[config.mk]
export PLATFORM = sky130hd
export DESIGN_NAME = hbu_uart
export DESIGN_NICKNAME = d
export VERILOG_FILES = /design/src/hdl/hbu_pkg.sv /design/src/hdl/hbu_baud.sv /design/src/hdl/hbu_uart.sv
export SDC_FILE = /design/constraint.sdc
export NUM_CORES = 1
export LEC_CHECK = 0
export ABC_CLOCK_PERIOD_IN_PS = 2520
export BUFFER_PORTS_ARGS = -buffer_cell sky130_fd_sc_hd__buf_2
export CORE_ASPECT_RATIO = 1.1
export CORE_MARGIN = 8
export CORE_UTILIZATION = 32
export DETAILED_ROUTE_END_ITERATION = 8
export RECOVER_POWER = 50
export REMOVE_ABC_BUFFERS = 1
export SYNTH_ARGS = -nofsm -noshare
export SYNTH_HDL_FRONTEND = slang
export SYNTH_SLANG_ARGS = --single-unit
[constraint.sdc]
create_clock -name mclk -period 2.52 [get_ports mclk]
set_input_delay 0.378 -clock mclk [delete_from_list [all_inputs] [get_ports mclk]]
set_output_delay 0.378 -clock mclk [all_outputs]
set_load 0.01 [all_outputs]
[src/hdl/hbu_pkg.sv]
// Package of the host serial port: addresses, fields, reset values, timing.
// Assumes a single 40 MHz clock and an APB master with 32-bit data.
package hbu_pkg;
  // ================
  // Clock and rate figures.
  // ================
  localparam longint CLK_HZ = 40_000_000;
  localparam longint BAUD_MIN = 1200;
  localparam longint BAUD_MAX = 1_500_000;
  localparam longint BAUD_DEF = 9600;
  localparam int OVS = 16;
  localparam int ACC_W = 24;
  // Phase increment for sixteen ticks per bit: baud * 16 * 2^24 / clock.
  localparam logic [23:0] INC_DEF = 24'(BAUD_DEF * OVS * (longint'(1) << ACC_W) / CLK_HZ);
  // ================
  // Frame and break timing in sampling ticks.
  // ================
  localparam int FRAME_BITS = 12;
  localparam logic [15:0] FRAME_TICKS = 16'(FRAME_BITS * OVS);
  localparam logic [7:0] TX_BRK_TICKS = 8'(13 * OVS);
  localparam logic [7:0] TX_GAP_TICKS = 8'(2 * OVS);
  localparam logic [3:0] MID_TICK = 4'h7;
  localparam logic [3:0] END_TICK = 4'hf;
  localparam logic [15:0] THR_DEF = 16'h0000;
  // ================
  // Register byte addresses.
  // ================
  localparam logic [7:0] ADDR_CTRL = 8'h00;
  localparam logic [7:0] ADDR_INC = 8'h04;
  localparam logic [7:0] ADDR_THR = 8'h08;
  localparam logic [7:0] ADDR_TXD = 8'h0c;
  localparam logic [7:0] ADDR_RXD = 8'h10;
  localparam logic [7:0] ADDR_STAT = 8'h14;
  localparam logic [7:0] ADDR_ISTAT = 8'h18;
  localparam logic [7:0] ADDR_IMASK = 8'h1c;
  localparam logic [7:0] ADDR_BLEN = 8'h20;
  // ================
  // Control fields.
  // ================
  localparam int CTRL_SEND_BRK = 6;
  localparam logic [1:0] PAR_NONE = 2'h0;
  localparam logic [1:0] PAR_ODD = 2'h1;
  localparam logic [1:0] PAR_EVEN = 2'h2;
  typedef struct packed {
    logic transport_en;
    logic brk_wake_en;
    logic flow_en;
    logic stop2;
    logic [1:0] parity;
  } hbu_ctrl_t;
  localparam hbu_ctrl_t CTRL_DEF = '{transport_en: 1'b0, brk_wake_en: 1'b0, flow_en: 1'b0,
                                     stop2: 1'b0, parity: PAR_NONE};
  // ================
  // Interrupt bits.
  // ================
  localparam int NIRQ = 7;
  localparam int IRQ_RX = 0;
  localparam int IRQ_TX = 1;
  localparam int IRQ_BRK = 2;
  localparam int IRQ_PAR = 3;
  localparam int IRQ_FRM = 4;
  localparam int IRQ_OVR = 5;
  localparam int IRQ_RST = 6;
  localparam logic [6:0] IMASK_DEF = 7'h00;
endpackage

[src/hdl/hbu_baud.sv]
// Fractional divider making the sixteen-per-bit sampling tick.
// Assumes the increment is a static register value from the same clock domain.
module hbu_baud #(
  parameter int ACC_W = 24
) (
  input wire logic mclk,
  input wire logic sys_rst,
  input wire logic [ACC_W-1:0] inc,
  output logic tick
);
  logic [ACC_W:0] acc_q;
  logic [ACC_W:0] sum;

  // The carry out of the accumulator is the tick; its jitter is one clock at most.
  assign sum = {1'b0, acc_q[ACC_W-1:0]} + {1'b0, inc};
  always_ff @(posedge mclk)
  begin
    if (sys_rst)
    begin
      acc_q <= '0;
      tick <= 1'b0;
    end
    else
    begin
      acc_q <= sum;
      tick <= sum[ACC_W];
    end
  end
endmodule // hbu_baud

[src/hdl/hbu_uart.sv]
// Host serial port with break detection, break reset, boot hold and break transmit.
// Assumes one 40 MHz clock, an APB master and unsynchronised serial pins.
// Function
// - Transmit line out, receive line in, asynchronous.
// - Optional active-low request and clear handshake.
// - Programmable rate, 1200 baud to 1.5 megabaud.
// - Eight data bits, selectable parity, one/two stops.
// - Break is receive low beyond one frame.
// - Break longer than threshold resets the module.
// - Break at boot holds low power state.
// - Transmitter sends wake break when enabled.
// - Transport mode sends break before data when wake break is enabled.
//
// Local design decisions: the APB slave port and the register offsets.
module hbu_uart (
  input wire logic mclk,
  input wire logic sys_rst,
  input wire logic psel,
  input wire logic penable,
  input wire logic pwrite,
  input wire logic [7:0] paddr,
  input wire logic [31:0] pwdata,
  output logic [31:0] prdata,
  output logic pready,
  output logic pslverr,
  input wire logic rxd,
  input wire logic cts_n,
  output logic txd,
  output logic rts_n,
  output logic irq,
  output logic low_power,
  output logic hw_reset
);
  // ================
  // Declarations.
  // ================
  typedef enum logic [4:0] {
    RX_IDLE = 5'b00001, RX_START = 5'b00010, RX_DATA = 5'b00100, RX_PAR = 5'b01000, RX_STOP = 5'b10000
  } hbu_rx_t;
  typedef enum logic [6:0] {
    TX_IDLE = 7'b0000001, TX_BRK = 7'b0000010, TX_GAP = 7'b0000100, TX_START = 7'b0001000,
    TX_DATA = 7'b0010000, TX_PAR = 7'b0100000, TX_STOP = 7'b1000000
  } hbu_tx_t;
  hbu_pkg::hbu_ctrl_t ctrl_q;
  logic [23:0] inc_q;
  logic [15:0] thr_q;
  logic [15:0] blen_q;
  logic [15:0] low_cnt_q;
  logic [1:0] rx_sync_q;
  logic [1:0] cts_sync_q;
  logic tick;
  hbu_rx_t rx_st_q;
  logic [3:0] rx_cnt_q;
  logic [2:0] rx_bit_q;
  logic [7:0] rx_sh_q;
  logic [7:0] rx_buf_q;
  logic rx_valid_q;
  hbu_tx_t tx_st_q;
  logic [3:0] tx_cnt_q;
  logic [7:0] tx_long_q;
  logic [2:0] tx_bit_q;
  logic tx_stop2_q;
  logic [7:0] tx_sh_q;
  logic [7:0] tx_buf_q;
  logic tx_pend_q;
  logic brk_req_q;
  logic brk_seen_q;
  logic reset_fired_q;
  logic [6:0] istat_q;
  logic [6:0] imask_q;
  logic [6:0] ev;
  logic acc;
  logic wr;
  logic rd;
  logic rxs;
  logic cts_ok;
  logic run;

  // Parity bit for a byte under the selected mode.
  function automatic logic par_bit(input logic [1:0] mode, input logic [7:0] d);
    par_bit = (mode == hbu_pkg::PAR_ODD) ? ~^d : ^d;
  endfunction

  // A mode with a parity bit in the frame.
  function automatic logic has_par(input logic [1:0] mode);
    has_par = (mode == hbu_pkg::PAR_ODD) || (mode == hbu_pkg::PAR_EVEN);
  endfunction

  // ================
  // Pin synchronisers.
  // ================
  // Receive resets low so that the boot check sees a line that is really high before it lets go.
  always_ff @(posedge mclk)
  begin
    if (sys_rst)
    begin
      rx_sync_q <= 2'b00;
      cts_sync_q <= 2'b11;
    end
    else
    begin
      rx_sync_q <= {rx_sync_q[0], rxd};
      cts_sync_q <= {cts_sync_q[0], cts_n};
    end
  end
  assign rxs = rx_sync_q[1];
  assign cts_ok = ~ctrl_q.flow_en | ~cts_sync_q[1];
  assign run = ~low_power;

  hbu_baud #(
    .ACC_W(hbu_pkg::ACC_W)
  ) u_baud (
    .mclk(mclk),
    .sys_rst(sys_rst),
    .inc(inc_q),
    .tick(tick)
  );

  // ================
  // APB slave.
  // ================
  assign acc = psel & penable & pready;
  assign wr = acc & pwrite;
  assign rd = acc & ~pwrite;

  // One wait state: the answer comes in the second access cycle.
  always_ff @(posedge mclk)
  begin
    if (sys_rst)
    begin
      pready <= 1'b0;
      prdata <= '0;
      pslverr <= 1'b0;
    end
    else
    begin
      pready <= psel & penable & ~pready;
      pslverr <= 1'b0;
      if (psel & penable & ~pready)
      begin
        prdata <= '0;
        case (paddr)
          hbu_pkg::ADDR_CTRL: prdata <= {26'h000_0000, ctrl_q};
          hbu_pkg::ADDR_INC: prdata <= {8'h00, inc_q};
          hbu_pkg::ADDR_THR: prdata <= {16'h0000, thr_q};
          hbu_pkg::ADDR_TXD: prdata <= {24'h00_0000, tx_buf_q};
          hbu_pkg::ADDR_RXD: prdata <= {24'h00_0000, rx_buf_q};
          hbu_pkg::ADDR_STAT: prdata <= {26'h000_0000, rxs, low_power, tx_st_q != TX_IDLE,
                                         tx_pend_q, brk_seen_q, rx_valid_q};
          hbu_pkg::ADDR_ISTAT: prdata <= {25'h000_0000, istat_q};
          hbu_pkg::ADDR_IMASK: prdata <= {25'h000_0000, imask_q};
          hbu_pkg::ADDR_BLEN: prdata <= {16'h0000, blen_q};
          default: pslverr <= 1'b1;
        endcase
      end
    end
  end

  // Configuration registers written by software.
  always_ff @(posedge mclk)
  begin
    if (sys_rst)
    begin
      ctrl_q <= hbu_pkg::CTRL_DEF;
      inc_q <= hbu_pkg::INC_DEF;
      thr_q <= hbu_pkg::THR_DEF;
      imask_q <= hbu_pkg::IMASK_DEF;
    end
    else if (wr)
    begin
      case (paddr)
        hbu_pkg::ADDR_CTRL: ctrl_q <= pwdata[5:0];
        hbu_pkg::ADDR_INC: inc_q <= pwdata[23:0];
        hbu_pkg::ADDR_THR: thr_q <= pwdata[15:0];
        hbu_pkg::ADDR_IMASK: imask_q <= pwdata[6:0];
        default: ;
      endcase
    end
  end

  // ================
  // Boot hold.
  // ================
  // Held from reset until the receive line is seen high; only a new reset brings it back.
  always_ff @(posedge mclk)
  begin
    if (sys_rst)
      low_power <= 1'b1;
    else if (rxs)
      low_power <= 1'b0;
  end

  // ================
  // Break detector and break reset.
  // ================
  // The low-time counter saturates rather than wraps; the fired flag keeps a very long break from firing twice.
  always_ff @(posedge mclk)
  begin
    if (sys_rst)
    begin
      low_cnt_q <= '0;
      blen_q <= '0;
      brk_seen_q <= 1'b0;
      reset_fired_q <= 1'b0;
      hw_reset <= 1'b0;
    end
    else
    begin
      hw_reset <= 1'b0;
      if (rxs | low_power)
      begin
        if (brk_seen_q)
          blen_q <= low_cnt_q;
        low_cnt_q <= '0;
        brk_seen_q <= 1'b0;
        reset_fired_q <= 1'b0;
      end
      else if (tick)
      begin
        if (low_cnt_q != 16'hffff)
          low_cnt_q <= low_cnt_q + 16'h0001;
        if (low_cnt_q > hbu_pkg::FRAME_TICKS)
          brk_seen_q <= 1'b1;
        if ((thr_q != 16'h0000) && (low_cnt_q > thr_q) && ~reset_fired_q)
        begin
          hw_reset <= 1'b1;
          reset_fired_q <= 1'b1;
        end
      end
    end
  end

  // ================
  // Receiver.
  // ================
  // Start is checked mid-bit, data and stop one bit later each; only the first stop is checked.
  always_ff @(posedge mclk)
  begin
    if (sys_rst)
    begin
      rx_st_q <= RX_IDLE;
      rx_cnt_q <= '0;
      rx_bit_q <= '0;
      rx_sh_q <= '0;
      rx_buf_q <= '0;
    end
    else if (~run)
      rx_st_q <= RX_IDLE;
    else if (tick)
    begin
      rx_cnt_q <= rx_cnt_q + 4'h1;
      case (rx_st_q)
        RX_IDLE:
        begin
          rx_cnt_q <= '0;
          if (~rxs)
            rx_st_q <= RX_START;
        end
        RX_START:
        begin
          if (rx_cnt_q == hbu_pkg::MID_TICK)
          begin
            rx_cnt_q <= '0;
            rx_bit_q <= '0;
            rx_st_q <= rxs ? RX_IDLE : RX_DATA;
          end
        end
        RX_DATA:
        begin
          if (rx_cnt_q == hbu_pkg::END_TICK)
          begin
            rx_sh_q <= {rxs, rx_sh_q[7:1]};
            rx_bit_q <= rx_bit_q + 3'h1;
            if (rx_bit_q == 3'h7)
              rx_st_q <= has_par(ctrl_q.parity) ? RX_PAR : RX_STOP;
          end
        end
        RX_PAR:
        begin
          if (rx_cnt_q == hbu_pkg::END_TICK)
            rx_st_q <= RX_STOP;
        end
        RX_STOP:
        begin
          if (rx_cnt_q == hbu_pkg::END_TICK)
          begin
            rx_buf_q <= rx_sh_q;
            rx_st_q <= RX_IDLE;
          end
        end
        default: rx_st_q <= RX_IDLE;
      endcase
    end
  end

  // Interrupt events (receive, transmit, break, parity, framing, overrun, reset), each a one-cycle pulse.
  always_comb
  begin
    ev = '0;
    ev[hbu_pkg::IRQ_RX] = tick & run & (rx_st_q == RX_STOP) & (rx_cnt_q == hbu_pkg::END_TICK) & rxs;
    ev[hbu_pkg::IRQ_FRM] = tick & run & (rx_st_q == RX_STOP) & (rx_cnt_q == hbu_pkg::END_TICK) & ~rxs;
    ev[hbu_pkg::IRQ_PAR] = tick & run & (rx_st_q == RX_PAR) & (rx_cnt_q == hbu_pkg::END_TICK)
                           & (rxs != par_bit(ctrl_q.parity, rx_sh_q));
    ev[hbu_pkg::IRQ_OVR] = ev[hbu_pkg::IRQ_RX] & rx_valid_q & ~(rd && paddr == hbu_pkg::ADDR_RXD);
    ev[hbu_pkg::IRQ_TX] = tick & (tx_st_q == TX_STOP) & (tx_cnt_q == hbu_pkg::END_TICK) & ~tx_stop2_q;
    ev[hbu_pkg::IRQ_BRK] = tick & ~rxs & run & ~brk_seen_q & (low_cnt_q > hbu_pkg::FRAME_TICKS);
    ev[hbu_pkg::IRQ_RST] = hw_reset;
  end

  // Holding flag: a new byte wins over a read that clears it in the same cycle.
  always_ff @(posedge mclk)
  begin
    if (sys_rst)
      rx_valid_q <= 1'b0;
    else if (ev[hbu_pkg::IRQ_RX])
      rx_valid_q <= 1'b1;
    else if (rd && paddr == hbu_pkg::ADDR_RXD)
      rx_valid_q <= 1'b0;
  end

  // Request-to-send is active low, asserted with flow control off except during the boot hold.
  always_ff @(posedge mclk)
  begin
    if (sys_rst)
      rts_n <= 1'b1;
    else
      rts_n <= low_power | (ctrl_q.flow_en & rx_valid_q);
  end

  // ================
  // Transmit holding register and break request.
  // ================
  // A write while a byte is pending is dropped; software polls the pending bit first.
  always_ff @(posedge mclk)
  begin
    if (sys_rst)
    begin
      tx_buf_q <= '0;
      tx_pend_q <= 1'b0;
      brk_req_q <= 1'b0;
    end
    else
    begin
      if (wr && paddr == hbu_pkg::ADDR_TXD && ~tx_pend_q)
      begin
        tx_buf_q <= pwdata[7:0];
        tx_pend_q <= 1'b1;
      end
      else if (tick && tx_st_q == TX_START && tx_cnt_q == 4'h0)
        tx_pend_q <= 1'b0;
      if (wr && paddr == hbu_pkg::ADDR_CTRL && pwdata[hbu_pkg::CTRL_SEND_BRK])
        brk_req_q <= 1'b1;
      else if (tx_st_q == TX_BRK)
        brk_req_q <= 1'b0;
    end
  end

  // ================
  // Transmitter.
  // ================
  // Data that follows a stop bit directly skips the wake break, so only a start from idle pays it.
  always_ff @(posedge mclk)
  begin
    if (sys_rst)
    begin
      tx_st_q <= TX_IDLE;
      tx_cnt_q <= '0;
      tx_long_q <= '0;
      tx_bit_q <= '0;
      tx_stop2_q <= 1'b0;
      tx_sh_q <= '0;
      txd <= 1'b1;
    end
    else if (~run)
    begin
      tx_st_q <= TX_IDLE;
      txd <= 1'b1;
    end
    else if (tick)
    begin
      tx_cnt_q <= tx_cnt_q + 4'h1;
      case (tx_st_q)
        TX_IDLE:
        begin
          tx_cnt_q <= '0;
          tx_long_q <= '0;
          txd <= 1'b1;
          if (brk_req_q && ctrl_q.brk_wake_en)
            tx_st_q <= TX_BRK;
          else if (tx_pend_q && cts_ok)
            tx_st_q <= (ctrl_q.transport_en && ctrl_q.brk_wake_en) ? TX_BRK : TX_START;
        end
        TX_BRK:
        begin
          txd <= 1'b0;
          tx_long_q <= tx_long_q + 8'h01;
          if (tx_long_q == hbu_pkg::TX_BRK_TICKS - 8'h01)
          begin
            tx_long_q <= '0;
            tx_st_q <= TX_GAP;
          end
        end
        TX_GAP:
        begin
          txd <= 1'b1;
          tx_long_q <= tx_long_q + 8'h01;
          tx_cnt_q <= '0;
          if (tx_long_q == hbu_pkg::TX_GAP_TICKS - 8'h01)
            tx_st_q <= (tx_pend_q && cts_ok) ? TX_START : TX_IDLE;
        end
        TX_START:
        begin
          txd <= 1'b0;
          if (tx_cnt_q == 4'h0)
            tx_sh_q <= tx_buf_q;
          if (tx_cnt_q == hbu_pkg::END_TICK)
          begin
            tx_bit_q <= '0;
            tx_st_q <= TX_DATA;
          end
        end
        TX_DATA:
        begin
          txd <= tx_sh_q[tx_bit_q];
          if (tx_cnt_q == hbu_pkg::END_TICK)
          begin
            tx_bit_q <= tx_bit_q + 3'h1;
            tx_stop2_q <= ctrl_q.stop2;
            if (tx_bit_q == 3'h7)
              tx_st_q <= has_par(ctrl_q.parity) ? TX_PAR : TX_STOP;
          end
        end
        TX_PAR:
        begin
          txd <= par_bit(ctrl_q.parity, tx_sh_q);
          if (tx_cnt_q == hbu_pkg::END_TICK)
            tx_st_q <= TX_STOP;
        end
        TX_STOP:
        begin
          txd <= 1'b1;
          if (tx_cnt_q == hbu_pkg::END_TICK)
          begin
            if (tx_stop2_q)
              tx_stop2_q <= 1'b0;
            else if (tx_pend_q && cts_ok)
              tx_st_q <= TX_START;
            else
              tx_st_q <= TX_IDLE;
          end
        end
        default: tx_st_q <= TX_IDLE;
      endcase
    end
  end

  // ================
  // Interrupts.
  // ================
  // Write one to clear; an event in the same cycle keeps its bit set.
  always_ff @(posedge mclk)
  begin
    if (sys_rst)
    begin
      istat_q <= '0;
      irq <= 1'b0;
    end
    else
    begin
      if (wr && paddr == hbu_pkg::ADDR_ISTAT)
        istat_q <= (istat_q & ~pwdata[6:0]) | ev;
      else
        istat_q <= istat_q | ev;
      irq <= |(istat_q & imask_q);
    end
  end
endmodule // hbu_uart

# Word level (Yosys, flattened, before mapping)

Index checks and enable logic that the tools add are counted.

Flip-flop bits (word level): 232

Multiplexer cells: 52
Magnitude comparators: 3
$add $sub $neg: 7
Eq/ne operators: 47
Reduce and logical (&&, ||, !) cells: 57
Bitwise logic cells: 44

Operators by type and width:

| operator              | number |
|---|---|
| $pmux 24 s9           | 1 |
| $mux 7                | 12 |
| $pmux 7 s7            | 1 |
| $eq 8x5->1 const B    | 5 |
| $mux 5                | 7 |
| $add 24x24->25        | 1 |
| $pmux 5 s5            | 1 |
| $pmux 8 s3            | 1 |
| $and 1x1->1           | 23 |
| $ne 2x2->1 const B    | 11 |
| $reduce_and 2->1      | 10 |
| $add 16x1->16 const B | 1 |
| $eq 8x4->1 const B    | 2 |
| $gt 16x16->1          | 1 |
| $gt 16x8->1 const B   | 1 |
| $mux 4                | 4 |
| $ne 16x16->1 const B  | 1 |
| $reduce_bool 16->1    | 1 |
| $reduce_xnor 8->1     | 2 |
| $reduce_xor 8->1      | 2 |
| $mux 3                | 5 |
| $reduce_and 5->1      | 3 |
| $and 7x7->7           | 2 |
| $or 7x7->7            | 2 |
| 53 further kinds      | 110 |

# Longest topological paths before layout

Gate-level depths: netlist of run 1.

Depth after elaboration: 9
Mapped depth: 9

# Hierarchy

From an unflattened synthesis of run 1, not the netlist that was laid out.

Cell total of the unflattened synthesis: 1,362
Area total of the unflattened synthesis: 11,617.4 µm²

Modules (own cells, without submodules):

| module   | area each (µm²) | cells each | sequential area each (µm²) | times used |
|---|---|---|---|---|
| hbu_uart | 9,596.7         | 1,132      | 3,983.8                    | 1 |
| hbu_baud | 2,020.7         | 230        | 500.5                      | 1 |

# Worst setup path before layout of run 1

OpenSTA, ideal clock, no wires.

Kind: reg2reg
Start point: register inc_q[0]
End point: register u_baud.acc_q[20]
Setup slack: 62 ps
Library setup time: 121 ps
Stages on the path, launching flop included: 9
Data required time: 2,399 ps
Arrival time: 2,337 ps
Path through: dfxtp_1 ha_1 fa_1 a21o_1 a221o_1 a31oi_2 o21ai_2 o31a_1 mux2_4

Longest elaborated chain between the ends: 1

RTL lines:

| item                     | RTL line        | text |
|---|---|---|
| start: declaration       | hbu_uart.sv:45  | `logic [23:0] inc_q;` |
| start signal: assignment | hbu_uart.sv:165 | `inc_q <= hbu_pkg::INC_DEF;` |
| start signal: assignment | hbu_uart.sv:173 | `hbu_pkg::ADDR_INC: inc_q <= pwdata[23:0];` |
| $add 24x24->25           | hbu_baud.sv:15  | `assign sum = {1'b0, acc_q[ACC_W-1:0]} + {1'b0, inc};` |
| end signal: assignment   | hbu_baud.sv:25  | `acc_q <= sum;` |
| end: declaration         | hbu_baud.sv:11  | `logic [ACC_W:0] acc_q;` |

No other way between the ends.
A chain may end at the register's enable or synchronous reset.

# Final worst setup path of run 1

Same ends and word-level chain as after synthesis.

==> flow_summary_export.csv, run 1 <==
group,metric,value,unit
power,p_per_area,695.4,nW/um2
synth,synth_edf_count,0,
setup_path,end_kind,"flop",
synth,synth-main-ff-cell,"dfxtp_1",
setup_path,critPathRequiredTime,2940,ps
floorplanning,coreArea,34950,um2
worst_hold_path,hold_class,"in2reg",
drt,ant_nets,0,
synth,synth_area_leaders,"dfxtp_1 40%, nand2_1 7.7%, ha_1 5.7%, a21oi_1 5.4%, nor2_1 5.3%",
synth,yosysWarnings,0,
finish,design_area,13280,um2
finish,mostFrequentLayoutCell,"nand2_1",
timing,finClkSkew,19.30,ps
global_route,grt_max_degree,68,
synth,ys_types,74,
clock_tree,clk_pin_slew,60,ps
clock_tree,clkLatencyLatePin,550,ps
power,ir_worst_vdd,0.0004756,V
finish,area_delta_synth_final,17.88,%
global_route,use_met2,0.2557,
outcome,status,"finished clean",
setup_path,critPathLaunchType,"flop",
drt,drt-total-wl,32140,um
run,cap_violations,0,
synth,synth.top_cell.area_share,0.3981,
synth,synthArstFlopShare,0,
timing,setup_tns,0,ps
finish,nets,1549,
clock_tree,cts-root-buf,"clkbuf_16",
placed_design,placed_area,12220,um2
timing,setup_viol,0,
timing,min_period_over_period,0.9594,
timing,hold_viol,0,
drt,dr.pass1.iters,5,
global_route,overflow,0,
floorplanning,rows,72,
floorplanning,die-area,41460,um2
global_route,met3_usage,0.03200,
global_route,busiest_layer,"met2",
synth,seq_area_frac_synth,0.3981,
clock_tree,tritoncts_num_sinks,224,
drt,drc,0,
floorplanning,initial_core_util,0.3222,
power,power_leakage,5.094,nW
setup_path,critPathKind,"reg2reg",
finish,drive_gt1_frac,0.1361,
clock_tree,cts_tree,"yes",
floorplanning,num_io_pins,86,
drt,vias_per_cell,5.235,
global_route,grt_pass1_vias,9616,
setup_path,worstPathArrival,2840,ps
timing,fmax,413.6,MHz
timing,slew_viol_final,0,
synth,ys_seq_elements,224,
setup_path,crit_fanout,3,
placed_design,gp_congestion,0.8799,
global_route,met1_usage,0.1898,
global_route,grt_first_pass_wirelength,51140,um
finish,diodes,0,
drt,drt_iter0_drc,825,
finish,layout_common_cells,"231 x nand2_1, 224 x dfxtp_1, 156 x nor2_1",
floorplanning,die_h,212.8,um
global_route,grt_usage,0.1495,
timing,slew_headroom,0.5366,
clock_tree,cts_buffer_depth,3,
synth,synth_top_cell_by_area,"dfxtp_1",
placed_design,dp_hpwl,23420,um
global_route,antenna_found_initial,0,
drt,vias,10020,
clock_tree,clock_tree.htree_level_count,1,
timing,fin_crit,2418,ps
drt,routedWlPerCell,16.80,um
synth,synth_area,11260,um2
synth,syn-mean-instance-area,8.215,um2
synth,netlist_instances,1371,
placed_design,port_buffers,69,
floorplanning,die_w,194.9,um
clock_tree,cts-buffers-inserted,25,
timing,worst_pin_slew,695.2,ps
-- power by group --
group / switching, W / internal [W] / total, W
Combinational: 0.000766 / 0.000521 / 0.00129
Clock: 0.00156 / 0.00270 / 0.00426
Sequential: 0.0000381 / 0.00364 / 0.00368
Total: 0.00237 / 0.00687 / 0.00923
-- flip-flops by register name, indices dropped and copies added, names as in the netlist, 2 cells and up --
signal / count
u_baud.acc_q: 24
tx_st_q: 7
tx_long_q: 8
inc_q: 24
tx_sh_q: 8
rx_bit_q: 3
blen_q: 16
prdata: 24
tx_bit_q: 3
low_cnt_q: 16
rx_cnt_q: 4
cts_sync_q: 2
rx_st_q: 5
imask_q: 7
tx_cnt_q: 4
tx_buf_q: 8
rx_sync_q: 2
ctrl_q: 6
thr_q: 16
rx_sh_q: 8
istat_q: 7
rx_buf_q: 8
-- final timing paths --
check	slack [ps]	end	startpoint	cells after the start
max	100	u_baud.acc_q[20]	inc_q[0]	8
min	50	rx_sync_q[0]	rxd	2
max reg2reg	100	u_baud.acc_q[20]	inc_q[0]	8
min reg2reg	410	cts_sync_q[1]	cts_sync_q[0]	1
-- layout make-up --
cell class | instances | area (um2)
tap | 444 | 555.5
fill | 3593 | 21680
clock buffer | 33 | 705.7
sequential | 224 | 4484
timing repair buffer | 121 | 744.5
multi-input combinational | 1048 | 6407
clock inverter | 13 | 267.8
inverter | 30 | 112.6
-- synthesized netlist by cell type (all sizes together), types with 8 or more instances --
master and number:
a311oi 11, a31oi 11, mux2i 44, a211oi 8, nand3b 15, mux2 8, a21o 15, a21oi 122
and3 14, o211ai 10, nor4 16, nand2 231, xor2 28, o21ai 50, nor2b 13, clkbuf 44
xnor2 30, nor3 25, nand3 45, dfxtp 224, or2 8, inv 30, ha 51, nor2 159
nand4 20, a22oi 19, buf 32
-- through the flow --
stage               hold WS (ps)  total power, W  cells    util  worst slack (ps)
floorplan                  389.5        0.004503   1302       -            -244.0
finish                     46.90        0.009233   1913  0.3799             102.2
detailed placement         394.0        0.004949   1862  0.3497            -6.375
CTS                        31.15        0.009273   1910  0.3782             19.01
global route               66.59        0.009626   1913  0.3799            -14.32
global placement           393.8        0.004936   1862  0.3497             24.74
-- critical path: stages, from the launching register on --
cell	delay, ps
dfxtp_1	340
ha_4	180
fa_2	360
a21o_1	180
a221o_1	400
a31oi_4	220
o21ai_2	90
o31a_1	260
mux2_4	290
-- logic make-up after synthesis --
group	Yosys count	synth area share
adder cells (fa/ha/maj)	52	0.05843
XOR/XNOR	58	0.04510
multiplexers	56	0.05543
buffers and inverters	106	0.04010
AND/OR/NAND/NOR	584	0.2425
AO/OA/AOI/OAI	290	0.1600
flip-flops	224	0.3981
other	1	0.0003329
-- repair_timing --
item / 4_1_cts / 5_1_grt
setup endpoints to repair: 2 / 5
pin swaps: 1 / 7
gates resized for setup: 1 / 8
setup buffers: 1 / 3
endpoints found under the hold margin: 1 / 0
hold buffers: 1 / 0
-- routing by layer --
metal | wire (um) | vias to the layer above | share of wire
li1 | - | 4971 | -
met1 | 14420 | 4731 | 0.45
met2 | 15030 | 260 | 0.47
met3 | 2055 | 53 | 0.064
met4 | 631 | 0 | 0.020
met5 | 0 | - | 0
Note: power is estimated with default switching activity, not from simulation.
==> run 2, diff against run 1 <==
--- a/config.mk
+++ b/config.mk
@@ -11,6 +11,7 @@
 export CORE_MARGIN = 8
 export CORE_UTILIZATION = 32
 export DETAILED_ROUTE_END_ITERATION = 8
+export PLACE_DENSITY_LB_ADDON = 0.2
 export RECOVER_POWER = 50
 export REMOVE_ABC_BUFFERS = 1
 export SYNTH_ARGS = -nofsm -noshare
==> flow_summary_export.csv, run 2 (same netlist as run 1, synthesis figures left out) <==
group,metric,value,unit
drt,vias_per_cell,5.127,
clock_tree,clock_tree.htree_level_count,1,
clock_tree,cts_tree,"yes",
global_route,overflow,0,
setup_path,critPathKind,"reg2reg",
clock_tree,cts-buffers-inserted,27,
floorplanning,rows,72,
setup_path,end_kind,"flop",
finish,reg.largest.list,"inc_q x24, prdata x24, u_baud.acc_q x24",
floorplanning,initial_core_util,0.3222,
timing,holdWs,31.43,ps
finish,fillers,3642,
power,power_leakage,4.937,nW
finish,postLayoutCoreUtil,0.3753,
floorplanning,die_w,194.9,um
drt,drt_iter0_drc,628,
setup_path,cp_num_buf_inv,0,
placed_design,dp_hpwl,24770,um
setup_path,critPathRequiredTime,2940,ps
outcome,status,"finished with violations",
drt,drt-total-wl,33550,um
finish,multiInputGateArea,6376,um2
placed_design,placed_area,12280,um2
timing,finClkSkew,8.874,ps
finish,final_cells,1919,
placed_design,gp_congestion,0.8889,
finish,layout_common_cells,"231 x nand2_1, 224 x dfxtp_1, 156 x nor2_1",
global_route,grt_usage,0.1573,
global_route,antenna_found_initial,3,
timing,setup_viol,0,
power,p_per_area,665.1,nW/um2
drt,ant_nets,0,
timing,slew_headroom,-0.1647,
setup_path,critPathLaunchType,"flop",
clock_tree,cts_hold_buf,0,
timing,slew_viol_final,41,
clock_tree,tritoncts_num_sinks,224,
global_route,grt_first_pass_wirelength,53120,um
clock_tree,clkLatencyLatePin,530,ps
floorplanning,die_h,212.8,um
worst_hold_path,hold_class,"in2reg",
finish,mostFrequentLayoutCell,"nand2_1",
timing,fmax,413.7,MHz
drt,dr.pass1.iters,5,
setup_path,cp_slowest_cell,"a221o_1",
finish,design_area,13120,um2
floorplanning,coreArea,34950,um2
drt,routedWlPerCell,17.48,um
timing,fin_crit,2417,ps
setup_path,path_cells,"ha_2 > fa_2 > a21o_1 > a221o_1 > a31oi_2 > o21ai_2 > o31a_1 > mux2_4",
floorplanning,die-area,41460,um2
setup_path,crit_fanout,3,
timing,worst_pin_slew,1747,ps
setup_path,worstPathArrival,2840,ps
run,cap_violations,1,
power,ir_worst_vdd,0.0005075,V
finish,regArea,4484,um2
setup_path,max_stage_delay,350,ps
clock_tree,cts-root-buf,"clkbuf_16",
global_route,grt_pass1_vias,9554,
finish,nets,1555,
finish,area_delta_synth_final,16.47,%
outcome,violations,"capacitance limit, slew limit",
drt,drc,0,
clock_tree,cts_buffer_depth,3,
global_route,grt_max_degree,81,
power,finalPower,0.008725,W
placed_design,port_buffers,69,
timing,min_period_over_period,0.9591,
drt,vias,9839,
floorplanning,num_io_pins,86,
setup_path,crit_family,"compound AO/OA/AOI/OAI gates",
timing,hold_viol,0,
finish,drive_gt1_frac,0.1127,
clock_tree,clk_pin_slew,60,ps
placed_design,placedCellCount,1869,
## run 2: cell count changes in the layout (fill, tap and decap cells not counted), sizes merged, moves of 2 or more
cell      previous run  this run
clkinv               3         5
clkinvlp             2         0
buf                120        89
clkbuf              33        74
diode                0         2
bufinv               7         2
## run 2: through the flow
step / setup slack (ps) / TNS [ps]
after global routing: -0.04330 / -0.04330
after global placement: 23.50 / 0
after floorplan: -244.0 / -2314
after CTS: 25.16 / 0
final: 103.0 / 0
after detailed placement: 16.78 / 0
## run 2: power breakdown
part	leakage [nW]	internal [W]	switching [W]	total, W
Clock	0.425	0.00230	0.00150	0.00380
Combinational	2.70	0.000497	0.000744	0.00124
Sequential	1.81	0.00364	0.0000373	0.00368
## run 2: path summary, 6_finish.rpt
| path | startpoint | to | slack [ps] | cells past startpoint |
|---|---|---|---|---|
| max reg2reg | inc_q[0] | u_baud.acc_q[20] | 100 | 8 |
| max | inc_q[0] | u_baud.acc_q[20] | 100 | 8 |
| min reg2reg | cts_sync_q[0] | cts_sync_q[1] | 410 | 1 |
| min | cts_n | cts_sync_q[0] | 30 | 2 |
## run 2: layout make-up
type                            instances  share of cell area
Antenna cell                            2           0.0003815
Clock buffer                           39             0.05875
Sequential cell                       224              0.3418
Multi-Input combinational cell       1048              0.4860
Tap cell                              444             0.04235
Inverter                               30            0.008584
Clock inverter                          7            0.006485
Timing Repair Buffer                  125             0.05560
## run 2: routing by layer
metal | track usage | share of wire | vias to the layer above
met3 | 0.02301 | 0.047 | 41
li1 | - | - | 4967
met4 | 0.03347 | 0.018 | 2
met5 | 0 | 0.00039 | -
met1 | 0.2062 | 0.46 | 4639
met2 | 0.2717 | 0.48 | 190
## run 2: what timing repair did
item	4_1_cts	5_1_grt
buffers inserted	2	0
resized for setup	2	2
setup endpoints to repair	1	3
cloned	0	0
pin swaps	3	3
